[src/trip_monitor_pkg.sv]
package trip_monitor_pkg;

  localparam int CLK_HZ = 20000000;
  // Field current build-up time, in milliseconds
  localparam int FIELD_DELAY_MS = 500;
  localparam int FIELD_DELAY_CYC = (CLK_HZ / 1000) * FIELD_DELAY_MS;
  localparam logic [15:0] FIRING_ANGLE_GATE = 16'h02FF; // 767
  localparam logic [15:0] FULL_SCALE = 16'h03E8; // 1000
  localparam logic [15:0] SPEED_TOL_PERMIL = 16'h000F; // 1.5% as 15/1000
  localparam logic [15:0] HEATSINK_LIMIT_C = 16'h0064; // 100 degrees
  localparam logic [7:0] COCPU_RESET_CODE = 8'hFF;
  localparam int WDOG_CYC_DEFAULT = 20000;

  // Trip codes recorded in the history
  localparam logic [7:0] CODE_FIELD = 8'h01;
  localparam logic [7:0] CODE_FEEDBACK = 8'h02;
  localparam logic [7:0] CODE_SUPPLY = 8'h03;
  localparam logic [7:0] CODE_PEAK = 8'h04;
  localparam logic [7:0] CODE_OVERLOAD = 8'h05;
  localparam logic [7:0] CODE_WDOG = 8'h06;
  localparam logic [7:0] CODE_MOTOR_HOT = 8'h07;
  localparam logic [7:0] CODE_STACK_HOT = 8'h08;
  localparam logic [7:0] CODE_EXTERNAL = 8'h09;
  localparam logic [7:0] CODE_CURLOOP = 8'h0A;
  localparam logic [7:0] CODE_ARM_OPEN = 8'h0B;
  localparam logic [7:0] CODE_COCPU_BASE = 8'h00;

  localparam int HIST_DEPTH = 4;
  localparam int ALARM_BLINK_CYC = 5000000;

  typedef struct packed {
    logic field_loss;
    logic feedback_loss;
    logic supply_loss;
    logic motor_hot;
    logic stack_hot;
    logic current_loop_loss;
    logic armature_open;
  } trip_mask_type;

  typedef struct packed {
    logic current_limit_active;
    logic forward_bridge_firing;
    logic reverse_bridge_firing;
    logic speed_reached;
    logic speed_below_threshold;
    logic healthy_flag;
    logic overload_alarm_flag;
    logic field_failed_flag;
    logic feedback_missing_flag;
    logic mains_loss_flag;
    logic overcurrent_peak_flag;
    logic i_t_overload_flag;
    logic main_cpu_timeout_flag;
    logic co_cpu_timeout_flag;
    logic motor_hot_flag;
    logic stack_hot_flag;
  } status_type;

  typedef enum logic [1:0] {
    ST_RUN = 2'b00,
    ST_TRIPPED = 2'b01
  } run_state_type;

endpackage : trip_monitor_pkg

[src/drive_trip_status_monitor.sv]
`timescale 1ns/1ps
// Notes on behaviour
// [RULE_01] Current-limit flag while demand plus offset is clamped by a limit.
// [RULE_02] Forward-bridge flag follows forward firing pulses, not conduction.
// [RULE_03] Reverse-bridge flag follows reverse firing pulses, not conduction.
// [RULE_04] At-speed when ramp settled and speed error under 1.5% of maximum.
// [RULE_05] Zero-speed flag while feedback is below the zero-speed threshold.
// [RULE_06] Alarm flag and flashing indicator while overload heads to a trip.
// [RULE_07] Field loss flagged only after no field current for 0.5 s.
// [RULE_08] Feedback loss judged only once firing angle exceeds 767.
// [RULE_09] Peak above twice rated current trips and kills firing at once.
// [RULE_10] Overload sum rises above threshold, decays below; full scale 1000.
// [RULE_11] Watchdog timeout forces shutdown and raises a watchdog trip flag.
// [RULE_12] Heatsink over 100 degrees raises the heatsink trip.
// [RULE_13] Healthy flag is one whenever not tripped.
// [RULE_14] Four-entry 8-bit trip history shifts only on a new trip.
// [RULE_15] Field-loss mask keeps detection but stops the trip; default zero.
// [RULE_16] Feedback-loss mask stops that trip; default zero.
// [RULE_17] Supply-loss mask stops supply and phase loss trips.
// [RULE_18] Motor-overtemperature mask stops the motor thermistor trip.
// [RULE_19] Heatsink mask set to one stops the heatsink trip; default zero.
// [RULE_20] External-trip bit at one trips the drive.
// [RULE_21] Co-processor code nonzero and not 255 trips; 255 acts as reset.
// [RULE_22] Current-loop-loss and armature-open masks stop their trips.
// [RULE_23] Multi-bit read-only values freeze at the trip until reset.
// [RULE_24] Any unmasked trip latches and inhibits firing until reset.
// [RULE_25] Each latched trip code becomes the newest history entry.
module drive_trip_status_monitor #(
  parameter int FIELD_DELAY_CYCLES = trip_monitor_pkg::FIELD_DELAY_CYC,
  parameter int WDOG_CYCLES = trip_monitor_pkg::WDOG_CYC_DEFAULT,
  parameter int BLINK_CYCLES = trip_monitor_pkg::ALARM_BLINK_CYC,
  parameter int OVL_W = 24
) (
  input wire logic clk, // 20 MHz control clock
  input wire logic rst, // Asynchronous reset, active high
  input wire logic drive_reset, // Drive reset pulse from keypad or serial
  input wire logic tick_ms, // One-cycle 1 ms enable from the divider
  input wire logic limit_override_clamp, // Demand clamped by limit override
  input wire logic bridge_limit_clamp, // Demand clamped by a bridge limit
  input wire logic fire_fwd_req, // Control logic fires forward bridge
  input wire logic fire_rev_req, // Control logic fires reverse bridge
  input wire logic [15:0] post_ramp_ref, // Reference after ramp
  input wire logic [15:0] pre_ramp_ref, // Reference before ramp
  input wire logic signed [15:0] speed_demand, // Final speed demand
  input wire logic signed [15:0] speed_feedback, // Measured speed
  input wire logic [15:0] max_speed, // Maximum speed setting
  input wire logic [15:0] zero_speed_thr, // Zero-speed threshold
  input wire logic field_current_present, // Field supply current sensed
  input wire logic [15:0] firing_angle, // Firing angle value
  input wire logic feedback_bad, // Feedback absent or polarity reversed
  input wire logic supply_lost, // Supply or phase loss detected
  input wire logic current_peak, // Peak above twice rated current
  input wire logic [15:0] current_feedback, // Current, full scale 1000
  input wire logic [15:0] overload_thr, // Overload threshold
  input wire logic [15:0] rise_time, // Trip time above threshold, ms
  input wire logic [15:0] fall_time, // Decay time below threshold, ms
  input wire logic wdog_kick, // Main processor watchdog restart
  input wire logic co_cpu_timeout, // Co-processor watchdog expired
  input wire logic motor_sensor_open, // Motor thermistor high resistance
  input wire logic [15:0] heatsink_temp_c, // Heatsink temperature, degrees
  input wire logic current_loop_lost, // Current loop lost
  input wire logic armature_open, // Armature circuit open
  input wire trip_monitor_pkg::trip_mask_type mask_in, // Disable bits
  input wire logic mask_we, // Write strobe for mask_in
  input wire logic external_trip_in, // External trip bit value
  input wire logic external_trip_we, // Write strobe for external bit
  input wire logic [7:0] co_cpu_code_in, // Co-processor trip byte
  input wire logic co_cpu_code_we, // Write strobe for trip byte
  input wire logic [15:0] live_value, // Multi-bit value to freeze
  output trip_monitor_pkg::status_type status, // Status flags
  output logic firing_enable, // Firing pulse permit
  output logic alarm_led, // Flashing alarm indicator
  output logic [OVL_W-1:0] overload_level, // Overload accumulator
  output logic [15:0] frozen_value, // Held on trip
  output logic [7:0] hist_newest, // Latest trip code
  output logic [7:0] hist_second, // Trip before newest
  output logic [7:0] hist_third, // Third trip back
  output logic [7:0] hist_oldest, // Oldest trip code
  output trip_monitor_pkg::trip_mask_type mask_r, // Disable bits readback
  output logic external_trip_r, // External trip bit readback
  output logic [7:0] co_cpu_code_r // Co-processor byte readback
);

  trip_monitor_pkg::run_state_type state_r;
  trip_monitor_pkg::status_type status_nxt;
  logic [31:0] field_cnt_r;
  logic [31:0] wdog_cnt_r;
  logic [31:0] blink_cnt_r;
  logic [OVL_W-1:0] ovl_r;
  logic [OVL_W-1:0] ovl_limit;
  logic ovl_trip;
  logic field_fail;
  logic fb_fail;
  logic wdog_fail;
  logic stack_hot;
  logic co_trip;
  logic co_reset;
  logic reset_req;
  logic trip_now;
  logic [7:0] trip_code;
  logic [16:0] spd_err;
  logic [31:0] tol;
  logic [7:0] hist_r [trip_monitor_pkg::HIST_DEPTH];

  assign reset_req = drive_reset | co_reset; // RULE_21
  assign co_reset = co_cpu_code_r == trip_monitor_pkg::COCPU_RESET_CODE;
  assign co_trip = (co_cpu_code_r != 8'h00) && !co_reset; // RULE_21
  assign stack_hot =
    heatsink_temp_c > trip_monitor_pkg::HEATSINK_LIMIT_C; // RULE_12
  assign field_fail = field_cnt_r >= 32'(FIELD_DELAY_CYCLES); // RULE_07
  assign fb_fail = feedback_bad &&
    (firing_angle > trip_monitor_pkg::FIRING_ANGLE_GATE); // RULE_08
  assign wdog_fail = wdog_cnt_r >= 32'(WDOG_CYCLES); // RULE_11
  // Accumulator full scale is one millisecond step per unit of trip time
  assign ovl_limit = OVL_W'(rise_time) * OVL_W'(trip_monitor_pkg::FULL_SCALE);
  assign ovl_trip = (rise_time != 16'h0000) && (ovl_r >= ovl_limit);

  // Speed error magnitude against max_speed * 15/1000
  always_comb begin
    spd_err = 17'(speed_demand) - 17'(speed_feedback);
    if (spd_err[16]) begin
      spd_err = 17'(~spd_err + 17'h00001);
    end
    tol = 32'(max_speed) * 32'(trip_monitor_pkg::SPEED_TOL_PERMIL);
  end

  // Priority picks one code when several causes coincide
  always_comb begin
    trip_now = 1'b1;
    trip_code = trip_monitor_pkg::CODE_COCPU_BASE;
    if (current_peak) begin
      trip_code = trip_monitor_pkg::CODE_PEAK; // RULE_09
    end else if (wdog_fail) begin
      trip_code = trip_monitor_pkg::CODE_WDOG; // RULE_11
    end else if (field_fail && !mask_r.field_loss) begin
      trip_code = trip_monitor_pkg::CODE_FIELD; // RULE_15
    end else if (fb_fail && !mask_r.feedback_loss) begin
      trip_code = trip_monitor_pkg::CODE_FEEDBACK; // RULE_16
    end else if (supply_lost && !mask_r.supply_loss) begin
      trip_code = trip_monitor_pkg::CODE_SUPPLY; // RULE_17
    end else if (ovl_trip) begin
      trip_code = trip_monitor_pkg::CODE_OVERLOAD; // RULE_10
    end else if (motor_sensor_open && !mask_r.motor_hot) begin
      trip_code = trip_monitor_pkg::CODE_MOTOR_HOT; // RULE_18
    end else if (stack_hot && !mask_r.stack_hot) begin
      trip_code = trip_monitor_pkg::CODE_STACK_HOT; // RULE_19
    end else if (current_loop_lost && !mask_r.current_loop_loss) begin
      trip_code = trip_monitor_pkg::CODE_CURLOOP; // RULE_22
    end else if (armature_open && !mask_r.armature_open) begin
      trip_code = trip_monitor_pkg::CODE_ARM_OPEN; // RULE_22
    end else if (external_trip_r) begin
      trip_code = trip_monitor_pkg::CODE_EXTERNAL; // RULE_20
    end else if (co_trip) begin
      trip_code = co_cpu_code_r; // RULE_21
    end else begin
      trip_now = 1'b0;
    end
  end

  // Software-written bits
  always_ff @(posedge clk or posedge rst) begin
    if (rst) begin
      mask_r <= '0;
      external_trip_r <= 1'b0;
      co_cpu_code_r <= 8'h00;
    end else begin
      if (mask_we) begin
        mask_r <= mask_in; // RULE_15
      end
      if (external_trip_we) begin
        external_trip_r <= external_trip_in;
      end
      if (co_cpu_code_we) begin
        co_cpu_code_r <= co_cpu_code_in;
      end else if (co_reset) begin
        // Reset request is consumed so it does not hold reset forever
        co_cpu_code_r <= 8'h00;
      end
    end
  end

  // Field loss qualification timer
  always_ff @(posedge clk or posedge rst) begin
    if (rst) begin
      field_cnt_r <= '0;
    end else if (field_current_present) begin
      field_cnt_r <= '0;
    end else if (!field_fail) begin
      field_cnt_r <= field_cnt_r + 32'h00000001; // RULE_07
    end
  end

  // Watchdog, restarted by the main processor
  always_ff @(posedge clk or posedge rst) begin
    if (rst) begin
      wdog_cnt_r <= '0;
    end else if (wdog_kick || reset_req) begin
      wdog_cnt_r <= '0;
    end else if (!wdog_fail) begin
      wdog_cnt_r <= wdog_cnt_r + 32'h00000001; // RULE_11
    end
  end

  // I x t sum keeps cooling while tripped, or reset could never clear it
  always_ff @(posedge clk or posedge rst) begin
    if (rst) begin
      ovl_r <= '0;
    end else if (tick_ms) begin
      if (current_feedback > overload_thr) begin
        if (!ovl_trip) begin
          ovl_r <= ovl_r + OVL_W'(current_feedback - overload_thr); // RULE_10
        end
      end else if (fall_time != 16'h0000) begin
        // Decay scaled so full scale drains in fall_time ms
        if (ovl_r > ovl_limit / OVL_W'(fall_time)) begin
          ovl_r <= ovl_r - ovl_limit / OVL_W'(fall_time); // RULE_10
        end else begin
          ovl_r <= '0;
        end
      end else begin
        ovl_r <= '0;
      end
    end
  end

  // Trip latch
  always_ff @(posedge clk or posedge rst) begin
    if (rst) begin
      state_r <= trip_monitor_pkg::ST_RUN;
    end else begin
      case (state_r)
        trip_monitor_pkg::ST_RUN: begin
          if (trip_now) begin
            state_r <= trip_monitor_pkg::ST_TRIPPED; // RULE_24
          end
        end
        trip_monitor_pkg::ST_TRIPPED: begin
          if (reset_req && !trip_now) begin
            state_r <= trip_monitor_pkg::ST_RUN;
          end
        end
        default: begin
          state_r <= trip_monitor_pkg::ST_TRIPPED;
        end
      endcase
    end
  end

  // History shifts only on the entry into the tripped state
  always_ff @(posedge clk or posedge rst) begin
    if (rst) begin
      for (int i = 0; i < trip_monitor_pkg::HIST_DEPTH; i++) begin
        hist_r[i] <= 8'h00;
      end
    end else if (state_r == trip_monitor_pkg::ST_RUN && trip_now) begin
      hist_r[0] <= trip_code; // RULE_25
      for (int i = 1; i < trip_monitor_pkg::HIST_DEPTH; i++) begin
        hist_r[i] <= hist_r[i-1]; // RULE_14
      end
    end
  end

  always_ff @(posedge clk or posedge rst) begin
    if (rst) begin
      hist_newest <= 8'h00;
      hist_second <= 8'h00;
      hist_third <= 8'h00;
      hist_oldest <= 8'h00;
    end else begin
      hist_newest <= hist_r[0];
      hist_second <= hist_r[1];
      hist_third <= hist_r[2];
      hist_oldest <= hist_r[3];
    end
  end

  // Multi-bit values hold while tripped
  always_ff @(posedge clk or posedge rst) begin
    if (rst) begin
      frozen_value <= 16'h0000;
      overload_level <= '0;
    end else if (state_r == trip_monitor_pkg::ST_RUN && !trip_now) begin
      frozen_value <= live_value; // RULE_23
      overload_level <= ovl_r; // RULE_23
    end
  end

  always_comb begin
    status_nxt = '0;
    status_nxt.current_limit_active =
      limit_override_clamp | bridge_limit_clamp; // RULE_01
    status_nxt.forward_bridge_firing = fire_fwd_req && !trip_now &&
      state_r == trip_monitor_pkg::ST_RUN; // RULE_02
    status_nxt.reverse_bridge_firing = fire_rev_req && !trip_now &&
      state_r == trip_monitor_pkg::ST_RUN; // RULE_03
    status_nxt.speed_reached = (post_ramp_ref == pre_ramp_ref) &&
      (32'(spd_err) * 32'(trip_monitor_pkg::FULL_SCALE) < tol); // RULE_04
    status_nxt.speed_below_threshold =
      (speed_feedback[15] ? 16'(-speed_feedback) : 16'(speed_feedback))
      < zero_speed_thr; // RULE_05
    status_nxt.healthy_flag = state_r == trip_monitor_pkg::ST_RUN &&
      !trip_now; // RULE_13
    status_nxt.overload_alarm_flag =
      current_feedback > overload_thr && ovl_r != '0; // RULE_06
    status_nxt.field_failed_flag = field_fail; // RULE_15
    status_nxt.feedback_missing_flag = fb_fail; // RULE_08
    status_nxt.mains_loss_flag = supply_lost;
    status_nxt.overcurrent_peak_flag = current_peak; // RULE_09
    status_nxt.i_t_overload_flag = ovl_trip;
    status_nxt.main_cpu_timeout_flag = wdog_fail; // RULE_11
    status_nxt.co_cpu_timeout_flag = co_cpu_timeout;
    status_nxt.motor_hot_flag = motor_sensor_open;
    status_nxt.stack_hot_flag = stack_hot; // RULE_12
  end

  always_ff @(posedge clk or posedge rst) begin
    if (rst) begin
      status <= '0;
      firing_enable <= 1'b0;
    end else begin
      status <= status_nxt;
      // Peak and watchdog cut firing the cycle after detection
      firing_enable <= state_r == trip_monitor_pkg::ST_RUN &&
        !trip_now; // RULE_24
    end
  end

  // Alarm indicator blinks while the alarm stands
  always_ff @(posedge clk or posedge rst) begin
    if (rst) begin
      blink_cnt_r <= '0;
      alarm_led <= 1'b0;
    end else if (!status_nxt.overload_alarm_flag) begin
      blink_cnt_r <= '0;
      alarm_led <= 1'b0;
    end else if (blink_cnt_r >= 32'(BLINK_CYCLES - 1)) begin
      blink_cnt_r <= '0;
      alarm_led <= !alarm_led; // RULE_06
    end else begin
      blink_cnt_r <= blink_cnt_r + 32'h00000001;
    end
  end

endmodule : drive_trip_status_monitor

[config.mk]
export PLATFORM = sky130hd
export DESIGN_NAME = drive_trip_status_monitor
export DESIGN_NICKNAME = d
export VERILOG_FILES = /design/src/trip_monitor_pkg.sv /design/src/drive_trip_status_monitor.sv
export SDC_FILE = /design/constraint.sdc
export NUM_CORES = 2
export LEC_CHECK = 0
export BUFFER_PORTS_ARGS = -buffer_cell sky130_fd_sc_hd__buf_2
export CORE_MARGIN = 3
export CORE_UTILIZATION = 65
export CTS_CLUSTER_SIZE = 40
export DETAILED_ROUTE_END_ITERATION = 12
export MAX_ROUTING_LAYER = met4
export PLACE_DENSITY = 0.85
export SKIP_LAST_GASP = 1
export SLEW_MARGIN = 20
export SYNTH_ARGS = -nofsm -noshare
export SYNTH_HDL_FRONTEND = slang
export SYNTH_SLANG_ARGS = --single-unit
export TNS_END_PERCENT = 30
[constraint.sdc]
create_clock -name clk -period 20.2 [get_ports clk]
set_input_delay 2.02 -clock clk [delete_from_list [all_inputs] [get_ports clk]]
set_output_delay 2.02 -clock clk [all_outputs]
set_load 0.01 [all_outputs]
==> results of run 1 <==
per-stage QoR:
stage          worst slack, ps  TNS [ps]  cell area [µm²]
3_5_place_dp            -34770   -833030            47480
4_1_cts                 -32490   -778520            51620
2_1_floorplan           -32980   -790520            37590
3_3_place_gp            -31930   -765690            47480
per-layer routing:
metal  GRT overflow  GRT usage (%)
met1             55          87.11
met2            440          99.79
met3             62          80.79
met4            240          90.42
met5              -              -
cell families after synthesis:
| logic type | count (synthesis) | share of synthesized area (%) |
|---|---|---|
| compound gates | 1111 | 20.12 |
| xor+xnor | 332 | 7.974 |
| fa+ha+maj | 677 | 26.25 |
| buf+inv | 489 | 5.507 |
| flops | 258 | 17.71 |
| mux | 181 | 5.538 |
| other cells | 1 | 0.01028 |
| simple gates | 1243 | 16.90 |
timing repair:
action | in CTS
gates cloned | 5
setup buffers | 315
endpoints found under the setup margin | 24
resized for setup | 187
pin swaps | 161
==> metrics, run 1 <==
Failed at=global routing; IO Count=350; cts hold-fix bufs=0; synth unique cells=133; Netlist Area Pre-Place=0.03646 mm²; register area share after synthesis=17.71%; post-synthesis cell count=4292; largest net degree at the start of global routing=131; top post-synthesis cells by area=ha_1, dfrtp_1, fa_1, xnor2_1, mux2_2; row cnt=86; run status=stopped before the end; hpwl dp=102300 µm; clock root cell=clkbuf_16; vias in the first global route=61.09k; # clock sinks=258; most frequent cells after synthesis=ha_1, inv_1, nor2_1; Primary FF master, synth=dfrtp_1; count leader, synth=ha_1; Die W=242.9 µm; EDFF count, synth=0; Synth top area share=18.15%; Async S/R FF share, synth=100.0%; Synth Warn #=0; die height=242.9 µm; starting density of the core=65.93%; Max Root-Sink Buffers=3; H-tree Lvls=1; Error=[ERROR GRT-0116] Global routing finished with congestion. Check the congestion regions in the DRC Viewer.; CTS Buf Count=27; gpl congestion=0.9843; Mapped Avg Cell Area=8.496 µm²; flops & latches, synth=258; first-pass GRT wire length=400400 µm; gr usage total=89.88%; largest area contributor in the synthesized netlist=ha_1; total global routing overflow=797; placed cell count=6358; # port buffers=341
==> inputs of run 2 (changes only) <==
Settings changed: CORE_UTILIZATION 65 to 40, CTS_CLUSTER_SIZE 40 to not set, MAX_ROUTING_LAYER met4 to not set, PLACE_DENSITY 0.85 to not set, PLACE_DENSITY_LB_ADDON set to 0.15.
==> run 2 against run 1 <==
The flow now finishes, with violations (setup timing). Area after synthesis stayed put. Synthesized cell count unchanged.
==> metrics, run 2 <==
largest net degree at the start of global routing=134; hold path cells=0; total global routing overflow=0; # clock sinks=258 (unchanged); Netlist Area Pre-Place=0.03646 mm² (unchanged); crit start category=input port; clk_skew=17.78 ps; critical path fanouts, max=8; Arr. time, crit path=53380 ps; number of vias per cell=5.240; Slew @ Worst Pin=899.6 ps; Primary FF master, synth=dfrtp_1; Synth top area share=18.15% (unchanged); clock root cell=clkbuf_16; Max Root-Sink Buffers=3 (unchanged); Final Cell Area=0.05397 mm²; Slew headroom=40.03%; clock slew at reported path FFs=70 ps; CTS tree=built; run status=finished with violations; row cnt=110 (+28%); die area=0.09482 mm²; Fin. Hold Viols=0; DR iter-0 viols=2304; DR DRC count=0; layout cell share with drive strength beyond 1=40.42%; largest area contributor in the synthesized netlist=ha_1; slowest CP cell=fa_1; CTS Buf Count=25 (-7.4%); top post-synthesis cells by area=ha_1, dfrtp_1, fa_1, xnor2_1, mux2_2; FF-to-FF setup slack=13570 ps; Synth Warn #=0 (unchanged); final worst slack=-32690 ps; commonest cells after routing, fill and taps aside=buf_4, ha_1, inv_1; first-pass GRT wire length=194900 µm; failing checks=setup timing; DR vias=37.91k; crit end category=flip-flop; RSZ-0062 raised after global routing=true; Core Util, Final=59.87%; routed wire length=124700 µm; Crit Reg-Reg Endpoint=overload_level[20]; register area share after synthesis=17.71% (unchanged); Mapped Avg Cell Area=8.496 µm² (unchanged); Async S/R FF share, synth=100.0% (unchanged); Worst Path Class, Setup=input port to flip-flop; Reg2Reg Depth=23; commonest non-fill, non-tap cell in the layout=buf_4; # port buffers=341 (unchanged); reg2reg start=ovl_r[9]; hpwl dp=96390 µm (-5.7%); IO Count=350 (unchanged); Core Area=0.09015 mm²; Final min period=52890 ps; DP Area=0.04843 mm² (+2.0%); Crit path required time=20690 ps; ANT nets after route=0; Hold Path End=hist_oldest[7]; hold wc startpoint=hist_r[7]; H-tree Lvls=1 (unchanged); vias in the first global route=37.45k; max-slew violations=0; crit share post-route=261.9%; Max-Cap Viols=0; slowest stage delay, CP=530 ps; Finish-stage setup viols=24; post-synthesis cell count=4292 (unchanged); gpl congestion=0.9417 (-4.3%); Final #Nets=6957; synth unique cells=133 (unchanged); die height=307.9 µm (+27%); Area growth syn-to-layout=48.00%; Die W=307.9 µm (+27%); Hold/Removal Path Class=flip-flop to flip-flop; Fmax=18.91 MHz; count leader, synth=ha_1; Routed WL per cell=17.24 µm; cts hold-fix bufs=0 (unchanged); initial antenna violation count=6; gr usage total=25.11%; EDFF count, synth=0 (unchanged); most frequent cells after synthesis=ha_1, inv_1, nor2_1; starting density of the core=40.45% (-25 points); Critical path origin=rise_time[5]; Clock Latency Late Sink=560 ps; First-pass DRT Iterations=6; Most common cell on crit path=buf_4; flops & latches, synth=258 (unchanged)
run 2: cell counts after synthesis:
Identical to the previous run, type by type.
run 2: layout make-up:
class                   count  area, µm²
inverters                 415       1647
flip-flops and latches    258       6456
diodes                      2      5.005
well taps                1176       1471
fillers                  7994      36180
repair buffers           1783      12900
repair inverters            1      8.758
clock buffers              32      691.9
clock inverters            14      181.4
multi-input cells        3553      30600
run 2: kinds of logic (layout without fill, tap and decap cells):
group	count (synthesis)	after routing	share of synthesized area, %
other	1	11	0.01028
and+or+nand+nor	1243	1243	16.90
xor gates and xnor gates	332	332	7.974
AOI/OAI and AO/OA	1111	1111	20.12
DFF	258	258	17.71
muxes	181	181	5.538
buffers and inverters	489	2245	5.507
adders and majority gates	677	677	26.25
run 2: worst max path at each step:
stage | slack (ps) | to
6_report | -32690 | ovl_r[10]
5_1_grt | -35190 | ovl_r[10]
3_3_place_gp | -33360 | ovl_r[3]
4_1_cts | -31630 | ovl_r[11]
2_1_floorplan | -32980 | ovl_r[14]
3_5_place_dp | -34310 | ovl_r[0]
run 2: metrics by stage:
| step | TNS [ps] | setup slack, ps | instances | hold slack (ps) |
|---|---|---|---|---|
| after floorplan | -790520 | -32980 | 4300 | 350.1 |
| after global placement | -800080 | -33360 | 6841 | 353.2 |
| after detailed placement | -822780 | -34310 | 6841 | 356.4 |
| after CTS | -758670 | -31630 | 7154 | 371.8 |
| after global routing | -839850 | -35190 | 7234 | 376.8 |
| final | -778550 | -32690 | 7234 | 371.0 |
run 2: critical path, delay by kind of cell:
| kind | cells | cell delay, ps |
|---|---|---|
| xor gates and xnor gates | 1 | 140 |
| muxes | 12 | 2830 |
| adders and majority gates | 29 | 8550 |
| buffers and inverters | 71 | 8580 |
| AOI/OAI and AO/OA | 135 | 23820 |
| and+or+nand+nor | 48 | 7290 |
run 2: per-layer routing:
metal  share of wire [%]  track usage, %  up-vias
li1                    -               -    18760
met1                  45           33.98    18080
met2                  47           43.41      846
met3                 4.0           1.614      223
met4                 3.3           6.841        2
met5              0.0056               0        -
run 2: timing repair:
action / in CTS / in global routing
resized for setup: 211 / 191
endpoints found under the setup margin: 24 / 24
pin swaps: 167 / 154
gates cloned: 6 / 3
setup buffers: 261 / 79
Power of run 2 is left out: the tool's default activity adds up to more than one toggle a clock period on the data nets, which glitch-free logic cannot reach.
